<file path="config.mk">
export PLATFORM = sky130hd
export DESIGN_NAME = clock_mode_select_control
export DESIGN_NICKNAME = d
export VERILOG_FILES = /design/src/inc/clock_mode_pkg.sv /design/src/logic/sync_two.sv /design/src/logic/clock_mode_select_control.sv
export VERILOG_INCLUDE_DIRS = /design/src /design/src/inc
export SDC_FILE = /design/constraint.sdc
export NUM_CORES = 1
export LEC_CHECK = 0
export BUFFER_PORTS_ARGS = -buffer_cell sky130_fd_sc_hd__buf_4
export CAP_MARGIN = 20
export CORE_MARGIN = 4
export CORE_UTILIZATION = 40
export DETAILED_ROUTE_END_ITERATION = 12
export PLACE_DENSITY = 0.75
export SYNTH_ARGS = -nofsm -noshare
export SYNTH_HDL_FRONTEND = slang
export SYNTH_HIERARCHICAL = 1
export SYNTH_SLANG_ARGS = --single-unit
</file>
<file path="constraint.sdc">
create_clock -name clk -period 2.55 [get_ports clk]
set_input_delay 0.51 -clock clk [delete_from_list [all_inputs] [get_ports clk]]
set_output_delay 0.51 -clock clk [all_outputs]
set_load 0.02 [all_outputs]
</file>
<file path="src/inc/clock_mode_map.svh">
`ifndef CLOCK_MODE_MAP_SVH
`define CLOCK_MODE_MAP_SVH

// Register index on the plain register port.
`define CTRL_ONE_ADDR 4'h0
`define STATUS_ADDR 4'h1
`define LOCK_CFG_ADDR 4'h2

// Field positions of the first control register.
`define GAIN_SEL_BIT 7
`define RANGE_BIT 6
`define REF_SEL_BIT 5
`define MODE_SEL_HI 4
`define MODE_SEL_LO 3
`define KEEP_OSC_BIT 2
`define LOC_DIS_BIT 1

// Field positions of the status register.
`define MODE_ST_HI 7
`define MODE_ST_LO 6
`define REF_ST_BIT 5
`define LOCK_ST_BIT 3

// Reset values.
`define CTRL_ONE_RESET 8'h00
`define LOCK_CFG_RESET 4'h0

// Loop prescale factors for the two ranges.
`define PRESCALE_LOW 7'h40
`define PRESCALE_HIGH 7'h01

// Cycles that a mode change takes to complete.
`define MODE_SETTLE_CYCLES 4'h3

`endif

</file>
<file path="src/inc/clock_mode_pkg.sv">
package clock_mode_pkg;

  // Mode encoding shared by the select and status fields.
  typedef enum logic [1:0] {
    self_clocked_mode = 2'h0,
    loop_engaged_internal_mode = 2'h1,
    loop_bypassed_external_mode = 2'h2,
    loop_engaged_external_mode = 2'h3
  } mode_e;

  // Generator state, Gray coded along off, self, unlocked, locked, bypass.
  typedef enum logic [2:0] {
    st_off = 3'h0,
    st_self = 3'h1,
    st_unlocked = 3'h3,
    st_locked = 3'h2,
    st_bypass = 3'h6
  } gen_state_e;

endpackage

</file>
<file path="src/logic/sync_two.sv">
`timescale 1ns/1ns
// Two flip-flop synchroniser for a level from outside the clock domain.
module sync_two #(
  parameter int WIDTH = 1
) (
  input wire logic clk,
  input wire logic rst_n,
  input wire logic [WIDTH-1:0] async_in,
  output logic [WIDTH-1:0] sync_out
);

  logic [WIDTH-1:0] stage_reg;

  // The first stage feeds only the second, never other logic.
  always_ff @(posedge clk or negedge rst_n) begin
    if (!rst_n) begin
      stage_reg <= '0;
      sync_out <= '0;
    end else begin
      stage_reg <= async_in;
      sync_out <= stage_reg;
    end
  end

endmodule

</file>
<file path="src/logic/clock_mode_select_control.sv">
// Chosen here: the strobed register port and the placing of the registers.
`timescale 1ns/1ns
`include "clock_mode_map.svh"
// Functional notes
// RQ1 - Off mode holds output clock static.
// RQ2 - Reset enters self-clocked mode, loop open.
// RQ3 - Internal loop: unlocked state, then locked.
// RQ4 - External loop: unlocked state, then locked.
// RQ5 - Bypass mode uses external clock directly.
// RQ6 - First write reserves input pin if external.
// RQ7 - First write reserves output pin if external; code reserves it only with reference select set.
// RQ8 - Gain select bit seven, write once.
// RQ9 - Range bit six, prescale 64 or 1.
// RQ10 - Reference select bit five, write once.
// RQ11 - Mode select bits four to three encoding.
// RQ12 - Bypass waits for external reference status.
// RQ13 - Off mode leaves mode select unchanged.
// RQ14 - Mode write ignored while previous completes.
// RQ15 - First write 0X blocks later 1X writes.
// RQ16 - Keep-osc bit two rules oscillator in off; code keeps it on in bypass with reference select set.
// RQ17 - Keep-osc ignored when gain and range set.
// RQ18 - Bit one disables loss-of-clock detection.
// RQ19 - Low-power gain-controlled oscillator unless high gain.
// RQ20 - Mode status mirrors mode, may lag.
// RQ21 - Reference status shows selected reference.
// RQ22 - Reset clears mode select and write-once locks.
module clock_mode_select_control (
  input wire logic clk,
  input wire logic rst_n,
  input wire logic [3:0] reg_addr,
  input wire logic [7:0] reg_wdata,
  input wire logic reg_write,
  input wire logic reg_read,
  output logic [7:0] reg_rdata,
  input wire logic stop_request,
  input wire logic stop_enable,
  input wire logic ext_ref_ready,
  input wire logic loop_lock_detect,
  output clock_mode_pkg::gen_state_e gen_state,
  output logic generator_output_run,
  output logic loop_closed,
  output logic use_external_clock,
  output logic ext_pin_as_clock_in,
  output logic ext_pin_as_osc_in,
  output logic osc_out_pin_active,
  output logic osc_enable,
  output logic osc_high_gain,
  output logic [6:0] loop_prescale,
  output logic loss_of_clock_enable,
  output logic [1:0] mode_status,
  output logic reference_status
);
  import clock_mode_pkg::*;

  logic gain_select_reg;
  logic range_reg;
  logic reference_select_reg;
  logic keep_osc_in_off_reg;
  logic loss_of_clock_disable_reg;
  mode_e mode_select_reg;
  logic first_write_done_reg;
  logic pins_reserved_reg;
  logic once_locked_reg;
  logic [3:0] settle_reg;
  logic [3:0] lock_cfg_reg;
  gen_state_e state_reg;
  gen_state_e state_next;
  mode_e mode_next;
  logic ext_ready_sync;
  logic lock_sync;
  logic stop_sync;
  logic ctrl_write;
  logic mode_write_ok;
  logic mode_busy;
  logic in_off;

  // Reference ready, lock detect and stop request cross into the bus clock before anything reads them; stop_enable is read directly.
  sync_two #(
    .WIDTH(3)
  ) u_sync (
    .clk(clk),
    .rst_n(rst_n),
    .async_in({ext_ref_ready, loop_lock_detect, stop_request}),
    .sync_out({ext_ready_sync, lock_sync, stop_sync})
  );

  assign ctrl_write = reg_write && (reg_addr == `CTRL_ONE_ADDR);
  assign mode_busy = (settle_reg != 4'h0);
  mode_e req_mode;
  assign req_mode = mode_e'(reg_wdata[`MODE_SEL_HI:`MODE_SEL_LO]);

  // A mode write takes effect only when no change is pending and the pins
  // allow it; a 1X request after a 0X first write is dropped.
  always_comb begin
    mode_write_ok = ctrl_write && !mode_busy; // RQ14
    if (first_write_done_reg && !pins_reserved_reg && req_mode[1]) begin
      mode_write_ok = 1'b0; // RQ15
    end
  end

  // First write after reset decides whether the external pins are held.
  always_ff @(posedge clk or negedge rst_n) begin
    if (!rst_n) begin
      first_write_done_reg <= 1'b0; // RQ22
      pins_reserved_reg <= 1'b0;
    end else if (ctrl_write && !first_write_done_reg) begin
      first_write_done_reg <= 1'b1;
      pins_reserved_reg <= req_mode[1]; // RQ6 RQ7
    end
  end

  // Write-once bits: only the first control write after reset lands.
  always_ff @(posedge clk or negedge rst_n) begin
    if (!rst_n) begin
      gain_select_reg <= 1'b0; // RQ22
      range_reg <= 1'b0;
      reference_select_reg <= 1'b0;
      once_locked_reg <= 1'b0;
    end else if (ctrl_write && !once_locked_reg) begin
      gain_select_reg <= reg_wdata[`GAIN_SEL_BIT]; // RQ8
      range_reg <= reg_wdata[`RANGE_BIT]; // RQ9
      reference_select_reg <= reg_wdata[`REF_SEL_BIT]; // RQ10
      once_locked_reg <= 1'b1;
    end
  end

  // Freely writable control bits.
  always_ff @(posedge clk or negedge rst_n) begin
    if (!rst_n) begin
      keep_osc_in_off_reg <= 1'b0;
      loss_of_clock_disable_reg <= 1'b0;
    end else if (ctrl_write) begin
      keep_osc_in_off_reg <= reg_wdata[`KEEP_OSC_BIT];
      loss_of_clock_disable_reg <= reg_wdata[`LOC_DIS_BIT]; // RQ18
    end
  end

  // Mode select field; entering off never touches it.
  always_ff @(posedge clk or negedge rst_n) begin
    if (!rst_n) begin
      mode_select_reg <= self_clocked_mode; // RQ22
    end else if (mode_write_ok) begin
      mode_select_reg <= req_mode; // RQ11 RQ13
    end
  end

  // Settle counter models the time a mode change needs to finish.
  always_ff @(posedge clk or negedge rst_n) begin
    if (!rst_n) begin
      settle_reg <= 4'h0;
    end else if (mode_write_ok && req_mode != mode_select_reg) begin
      settle_reg <= `MODE_SETTLE_CYCLES; // RQ14
    end else if (mode_busy) begin
      settle_reg <= settle_reg - 4'h1;
    end
  end

  // Spare lock configuration register, kept for software scratch use.
  always_ff @(posedge clk or negedge rst_n) begin
    if (!rst_n) begin
      lock_cfg_reg <= `LOCK_CFG_RESET;
    end else if (reg_write && reg_addr == `LOCK_CFG_ADDR) begin
      lock_cfg_reg <= reg_wdata[3:0];
    end
  end

  // Pick the target state for the selected mode.
  always_comb begin
    mode_next = mode_select_reg;
    state_next = state_reg;
    in_off = stop_sync && stop_enable;
    if (in_off) begin
      state_next = st_off; // RQ1
    end else if (!mode_busy) begin
      case (mode_next)
        self_clocked_mode: begin
          state_next = st_self;
        end
        loop_engaged_internal_mode, loop_engaged_external_mode: begin
          if (state_reg == st_unlocked || state_reg == st_locked) begin
            state_next = lock_sync ? st_locked : st_unlocked; // RQ3 RQ4
          end else begin
            state_next = st_unlocked;
          end
        end
        loop_bypassed_external_mode: begin
          // Bypass waits for a running external reference.
          if (ext_ready_sync) begin
            state_next = st_bypass; // RQ12 RQ5
          end
        end
        default: begin
          state_next = st_self;
        end
      endcase
    end
  end

  // Generator state register.
  always_ff @(posedge clk or negedge rst_n) begin
    if (!rst_n) begin
      state_reg <= st_self; // RQ2
    end else begin
      state_reg <= state_next;
    end
  end

  // Mode actually running, with the status encoding.
  mode_e run_mode;
  always_comb begin
    case (state_reg)
      st_bypass: run_mode = loop_bypassed_external_mode;
      st_unlocked, st_locked: begin
        run_mode = (mode_select_reg == loop_engaged_external_mode) ?
          loop_engaged_external_mode : loop_engaged_internal_mode;
      end
      st_off: run_mode = mode_select_reg;
      default: run_mode = self_clocked_mode;
    endcase
  end

  // Oscillator enable; in off mode the keep bit decides outside bypass mode, unless both
  // gain and range are set, where the keep bit is ignored; in bypass it stays on with reference select.
  logic osc_on;
  logic keep_active;
  always_comb begin
    keep_active = keep_osc_in_off_reg && !(gain_select_reg && range_reg);
    if (state_reg != st_off) begin
      osc_on = pins_reserved_reg && reference_select_reg &&
        mode_select_reg[1];
    end else if (keep_active) begin
      osc_on = mode_select_reg[1] && reference_select_reg; // RQ16 RQ17
    end else begin
      osc_on = stop_enable && reference_select_reg &&
        mode_select_reg == loop_bypassed_external_mode; // RQ16
    end
  end

  // All outputs come straight from flip-flops.
  always_ff @(posedge clk or negedge rst_n) begin
    if (!rst_n) begin
      gen_state <= st_self;
      generator_output_run <= 1'b0;
      loop_closed <= 1'b0;
      use_external_clock <= 1'b0;
      ext_pin_as_clock_in <= 1'b0;
      ext_pin_as_osc_in <= 1'b0;
      osc_out_pin_active <= 1'b0;
      osc_enable <= 1'b0;
      osc_high_gain <= 1'b0;
      loop_prescale <= `PRESCALE_LOW;
      loss_of_clock_enable <= 1'b1;
      mode_status <= 2'h0;
      reference_status <= 1'b0;
    end else begin
      gen_state <= state_reg;
      generator_output_run <= (state_reg != st_off); // RQ1
      loop_closed <= (state_reg == st_unlocked || state_reg == st_locked);
      use_external_clock <= (state_reg == st_bypass); // RQ5
      ext_pin_as_clock_in <= pins_reserved_reg && !reference_select_reg;
      ext_pin_as_osc_in <= pins_reserved_reg && reference_select_reg; // RQ6
      osc_out_pin_active <= pins_reserved_reg && reference_select_reg; // RQ7
      osc_enable <= osc_on;
      osc_high_gain <= gain_select_reg; // RQ19
      loop_prescale <= range_reg ? `PRESCALE_HIGH : `PRESCALE_LOW; // RQ9
      loss_of_clock_enable <= !loss_of_clock_disable_reg; // RQ18
      mode_status <= run_mode; // RQ20
      reference_status <= reference_select_reg; // RQ21
    end
  end

  // Read port: data stand in the cycle after the read strobe.
  always_ff @(posedge clk or negedge rst_n) begin
    if (!rst_n) begin
      reg_rdata <= 8'h00;
    end else if (reg_read) begin
      case (reg_addr)
        `CTRL_ONE_ADDR: reg_rdata <= {gain_select_reg, range_reg,
          reference_select_reg, mode_select_reg, keep_osc_in_off_reg,
          loss_of_clock_disable_reg, 1'b0};
        `STATUS_ADDR: reg_rdata <= {mode_status, reference_status, 1'b0,
          state_reg == st_locked, 3'h0};
        `LOCK_CFG_ADDR: reg_rdata <= {4'h0, lock_cfg_reg};
        default: reg_rdata <= 8'h00;
      endcase
    end else begin
      reg_rdata <= 8'h00;
    end
  end

endmodule

</file>
==> results of run 1 <==
==> layer usage <==
layer  up-vias  GRT usage [%]  wire length, microns
met5         -              0                     0
met4         0           8.25                    80
met3         6           3.51                   224
met2        39           22.0                  1870
met1       628           16.2                  1610
li1        618              -                     -
==> synth_stat cells, types with 2 or more instances <==
master	n	share of area [%]
and2_1	2	0.62
nor2b_1	4	1.2
o21ai_0	4	0.99
a211oi_1	2	0.74
mux2_2	12	6.7
clkbuf_1	2	0.37
nand3_1	2	0.49
a21o_1	2	0.74
dfrtp_1	47	58
xor2_1	2	0.86
nand3b_1	3	1.1
or2_2	2	0.62
nor2_1	12	2.2
nor3_1	4	0.99
a22oi_1	2	0.74
dfstp_2	4	5.2
ha_1	2	1.2
inv_1	8	1.5
mux2i_1	5	2.5
o22ai_1	2	0.62
xnor2_1	2	0.86
buf_4	6	2.2
nand2_1	7	1.3
==> per-stage QoR <==
step | std cells | total power, W
finish | 271 | 0.00224
global route | 271 | 0.00238
CTS | 271 | 0.00226
detailed placement | 263 | 0.00181
global placement | 263 | 0.00178
floorplan | 161 | 0.00155
==> logic make-up after synthesis <==
kind of cell | synth area share [%]
other cells | 0.185
simple gates | 14.0
buf+inv | 4.86
xor+xnor | 1.72
flops | 63.1
fa+ha+maj | 1.23
compound gates | 5.85
mux | 9.11
==> path summary, 6_finish.rpt <==
path / from / to / slack [ns] / cells past startpoint
worst max-delay path: settle_reg[0] / state_reg[0] / 0.77 / 5
worst min-delay path: rst_n / osc_out_pin_active / 0.21 / 1
worst max register to register: settle_reg[0] / state_reg[0] / 0.77 / 5
worst min register to register: u_sync/stage_reg[2] / u_sync/sync_out[2] / 0.35 / 0
max in group asynchronous: rst_n / mode_next[0] / 1.94 / 1
min in group clk: loop_lock_detect / u_sync/stage_reg[1] / 0.30 / 1
==> layout make-up <==
class | count | area (sq um)
well taps | 67 | 83.8
fillers | 448 | 2330
clock buffers | 5 | 68.8
flip-flops and latches | 51 | 1280
clock inverters | 3 | 20.0
multi-input cells | 92 | 667
repair buffers | 45 | 338
inverters | 8 | 30.0
==> power by group through the flow <==
stage,logic (W),clock network (W),registers (W)
after detailed placement,0.000646,0,0.00116
after CTS,0.000651,0.000468,0.00114
final,0.000639,0.000456,0.00114
after global placement,0.000622,0,0.00115
after floorplan,0.000351,0,0.00120
after global routing,0.000705,0.000503,0.00117
==> reports/qor.yml, run 1 <==
status: "complete, no violations"
cts_tree: "built"
ys.flop_type: "dfrtp_1"
synth_cell_types: 42
clk_root_buffer_cell: "clkbuf_8"
clock_sinks: 51
syn-instance-count: 157
antenna_cells: 0
power_density_mw_per_mm2: 899
hold_class: "in -> async"
ir_drop_uv: 270
antenna_found_initial: 0
crit_required_ns: 2.78
worst_slack_ns: 0.774
die-area_sq_mm: 0.00628
drtAntennaViolNets: 0
grt_max_degree: 52
path_clk_slew_ns: 0.09
fin_util_pct: 51.7
p_sw_w: 0.000742
worstSetupPathType: "reg -> reg"
intPower_w: 0.00150
nets: 225
first_pass_iters: 4
synthArstFlopShare_pct: 100
path_delay_family: "simple AND/OR/NAND/NOR gates"
p_leak_nw: 1.21
ys_seq_area_share_pct: 63.1
rsz0062_at_grt: "no"
drv_cap: 0
synth_area_per_cell_sq_um: 12.9
fin_tns_setup_ns: 0
fmax_mhz: 563
numCtsBuffers: 5
io_buffers: 44
drv_slew: 0
ys_seq_elements: 51
endpoint_kind: "flip-flop"
grt_pass1_vias: 1332
start_kind: "flip-flop"
drt_drc_violations_left: 0
arrival_ns: 2.00
place_hpwl_microns: 2810
postCtsHoldBufs: 0
routed_wl_microns: 3780
final_cell_mix: "47 x dfrtp_1, 45 x buf_4, 12 x nor2_1, 12 x mux2_2, 8 x inv_1"
dp_slack_ns: 0.623
clock_skew_ns: 0.00665
clock_path_buffers: 2
drt_iter0_drc: 46
cp_cell_sequence: "inv_1 -> ha_1 -> or3b_2 -> a311o_1 -> a22oi_1"
cts_resized: 0
initial_core_util_pct: 42.2
slowest_stage: "or3b_2"
clockPowerShare_pct: 20.4
fin_crit_ns: 1.78
fp.coreArea_sq_mm: 0.00482
slew-limit-headroom_pct: 60.2
max_stage_delay_ns: 0.52
synth_area_sq_mm: 0.00203
die_w_microns: 79.3
area_growth_pct: 22.5
vias_per_cell: 4.76
setup_viol: 0
hold_viol_final: 0
io_pins: 50
post_cts_buffers: 0
path_buf_inv: 1
track_usage_pct: 13.6
drive_gt1_share_pct: 37.7
num_vias: 1291
design_area_sq_mm: 0.00249
place_congestion: 0.808
yosysWarnings: 6
htree_levels: 2
dieHeight_microns: 79.3
grt.overflow.total: 0
postPlaceCellArea_sq_mm: 0.00240
wl_per_cell_microns: 14.0
comb_power_share_pct: 28.6
finalCritPeriodShare_pct: 69.6
largest_reg_flops: 8
path_max_fanout: 5
num_rows: 25
synth-edff-count: 0
final_common_cell: "dfrtp_1"
pwr-share-seq_pct: 51.1
grt_pass1_wl_microns: 6380
holdWs_ns: 0.207
switching_share_pct: 33.1
tightest_slew_ns: 0.598
insertion_delay_ns: 0.31
No activity file was read; power rests on OpenSTA's default activity.
==> inputs of run 2 (changes only) <==
--- a/config.mk
+++ b/config.mk
@@ -11,7 +11,7 @@
 export CORE_MARGIN = 4
 export CORE_UTILIZATION = 40
 export DETAILED_ROUTE_END_ITERATION = 12
-export PLACE_DENSITY = 0.75
+export PLACE_DENSITY = 0.77
 export SYNTH_ARGS = -nofsm -noshare
 export SYNTH_HDL_FRONTEND = slang
 export SYNTH_HIERARCHICAL = 1
==> constraint.sdc (replaced) <==
create_clock -name clk -period 1.6 [get_ports clk]
set_input_delay 0.32 -clock clk [delete_from_list [all_inputs] [get_ports clk]]
set_output_delay 0.32 -clock clk [all_outputs]
set_load 0.02 [all_outputs]
==> reports/qor.yml, run 2 (synthesized netlist as in run 1, its figures left out) <==
fin_cells: 280  # +3.3%
postPlaceCellArea_sq_mm: 0.00247  # +3.0%
largest_reg_flops: 8  # unchanged
clk_root_buffer_cell: "clkbuf_8"
nets: 234  # +4.0%
area_growth_pct: 27.0
multiInputGateArea_sq_um: 688  # +3.2%
fmax_mhz: 666  # +18%
antenna_cells: 0  # unchanged
num_vias: 1291  # unchanged
drv_slew: 0  # unchanged
fin_util_pct: 53.6  # +1.9 points
place_hpwl_microns: 2780  # -1.1%
wl_per_cell_microns: 12.9  # -7.5%
io_pins: 50  # unchanged
drt_iter0_drc: 62  # +35%
clock_path_buffers: 2  # unchanged
clock_sinks: 51  # unchanged
status: "complete, no violations"
hold_viol_final: 0  # unchanged
insertion_delay_ns: 0.30  # about the same
drt_drc_violations_left: 0  # unchanged
slew-limit-headroom_pct: 59.6  # -0.57 points
hold_class: "in -> async"
vias_per_cell: 4.61  # -3.2%
rsz0062_at_grt: "no"
path_clk_slew_ns: 0.08  # about the same
routed_wl_microns: 3610  # -4.5%
cp_cell_sequence: "inv_2 -> ha_4 -> or3b_4 -> a311o_1 -> a22oi_1"
io_buffers: 44  # unchanged
power_density_mw_per_mm2: 1440  # +60%
slowest_stage: "dfrtp_1"
path_delay_family: "compound AO/OA/AOI/OAI gates"
fin_crit_ns: 1.50  # -0.275 ns
place_congestion: 0.810  # +0.26%
initial_core_util_pct: 42.2  # unchanged
arrival_ns: 1.72  # -0.28 ns
ir_drop_uv: 503  # +86%
antenna_found_initial: 0  # unchanged
grt_max_degree: 52  # unchanged
finalCritPeriodShare_pct: 93.8  # +24 points
start_kind: "flip-flop"
design_area_sq_mm: 0.00258  # +3.7%
drv_cap: 0  # unchanged
final_cell_mix: "54 x buf_4, 47 x dfrtp_1, 12 x nor2_1, 12 x mux2_2, 7 x nand2_1"
endpoint_kind: "flip-flop"
ff_latch_area_sq_mm: 0.00128  # unchanged
final_common_cell: "buf_4"
num_rows: 25  # unchanged
fin_tns_setup_ns: 0  # unchanged
htree_levels: 2  # unchanged
dieHeight_microns: 79.3  # unchanged
track_usage_pct: 13.0  # -0.62 points
grt.overflow.total: 0  # unchanged
postCtsHoldBufs: 0  # unchanged
setup_viol: 0  # unchanged
path_max_fanout: 3  # -2
numCtsBuffers: 5  # unchanged
fill_cells: 442  # -1.3%
fp.coreArea_sq_mm: 0.00482  # unchanged
p_leak_nw: 1.27  # +4.4%
dp_cells: 271  # +3.0%
die-area_sq_mm: 0.00628  # unchanged
max_stage_delay_ns: 0.41  # -0.11 ns
grt_pass1_vias: 1300  # -2.4%
die_w_microns: 79.3  # unchanged
crit_required_ns: 1.82  # -0.96 ns
drtAntennaViolNets: 0  # unchanged
drive_gt1_share_pct: 41.3  # +3.6 points
first_pass_iters: 4  # unchanged
path_buf_inv: 1  # unchanged
cts_tree: "built"
worstSetupPathType: "reg -> reg"
grt_pass1_wl_microns: 6100  # -4.4%
clock_skew_ns: 0.00770  # +0.00104 ns
tightest_slew_ns: 0.606  # +0.00848 ns
run 2: cell types whose count changed in the layout (fill, tap and decap cells not counted), sizes merged:
| cell | previous run | this run |
|---|---|---|
| buf | 45 | 54 |
| clkbuf | 5 | 7 |
| clkinvlp | 2 | 0 |
run 2: layout make-up:
type                       count  area share (%)
sequential                    51            49.7
tap                           67            3.25
clock buffer                   7            3.35
multi-input combinational     92            26.7
clock inverter                 1           0.194
timing repair buffer          54            15.7
inverter                       8            1.16
run 2: where the power goes:
part           internal (W)  switching [W]  leakage (nW)
Sequential          0.00160       0.000239         0.644
Clock              0.000349       0.000375        0.0482
Combinational      0.000602       0.000550         0.573
Total               0.00255        0.00116          1.27
run 2: per-layer routing:
metal | track usage, % | wire (microns) | vias up
met5 | 0 | 0 | -
met4 | 6.19 | 76 | 0
met3 | 4.99 | 242 | 6
met2 | 20.0 | 1700 | 39
met1 | 16.0 | 1600 | 613
li1 | - | - | 633
run 2: final timing paths:
path	startpoint	end	slack, ns	depth (start not counted)
setup / recovery	settle_reg[0]	state_reg[0]	0.1	5
hold / removal	rst_n	u_sync/sync_out[2]	0.03	1
setup reg to reg	settle_reg[0]	state_reg[0]	0.1	5
hold reg to reg	u_sync/stage_reg[1]	u_sync/sync_out[1]	0.35	0
max in group asynchronous	rst_n	loss_of_clock_disable_reg	1.16	1
min in group clk	ext_ref_ready	u_sync/stage_reg[2]	0.12	1
run 2: what timing repair did:
action / 4_1_cts / 5_1_grt
endpoints found under the setup margin: 0 / 3
hold endpoints to repair: 0 / 0
buffers inserted: 0 / 1
gates resized for setup: 0 / 2
run 2: metrics by stage:
stage / hold slack, ns / setup WS, ns / power [W]
floorplan: 0.0244 / -0.0235 / 0.00250
global placement: 0.332 / -0.100 / 0.00295
detailed placement: 0.337 / -0.128 / 0.00299
CTS: 0.0414 / 0.0155 / 0.00372
global route: 0.0613 / 0.000756 / 0.00397
finish: 0.0288 / 0.0996 / 0.00371
run 2: worst register-to-register path: cells and delay by family (launching register included):
| kind | cells | cell delay [ns] |
|---|---|---|
| AO/OA/AOI/OAI | 2 | 0.43 |
| buffers and inverters | 1 | 0.08 |
| flip-flops | 1 | 0.41 |
| AND/OR/NAND/NOR | 1 | 0.37 |
| adder cells (fa/ha/maj) | 1 | 0.13 |
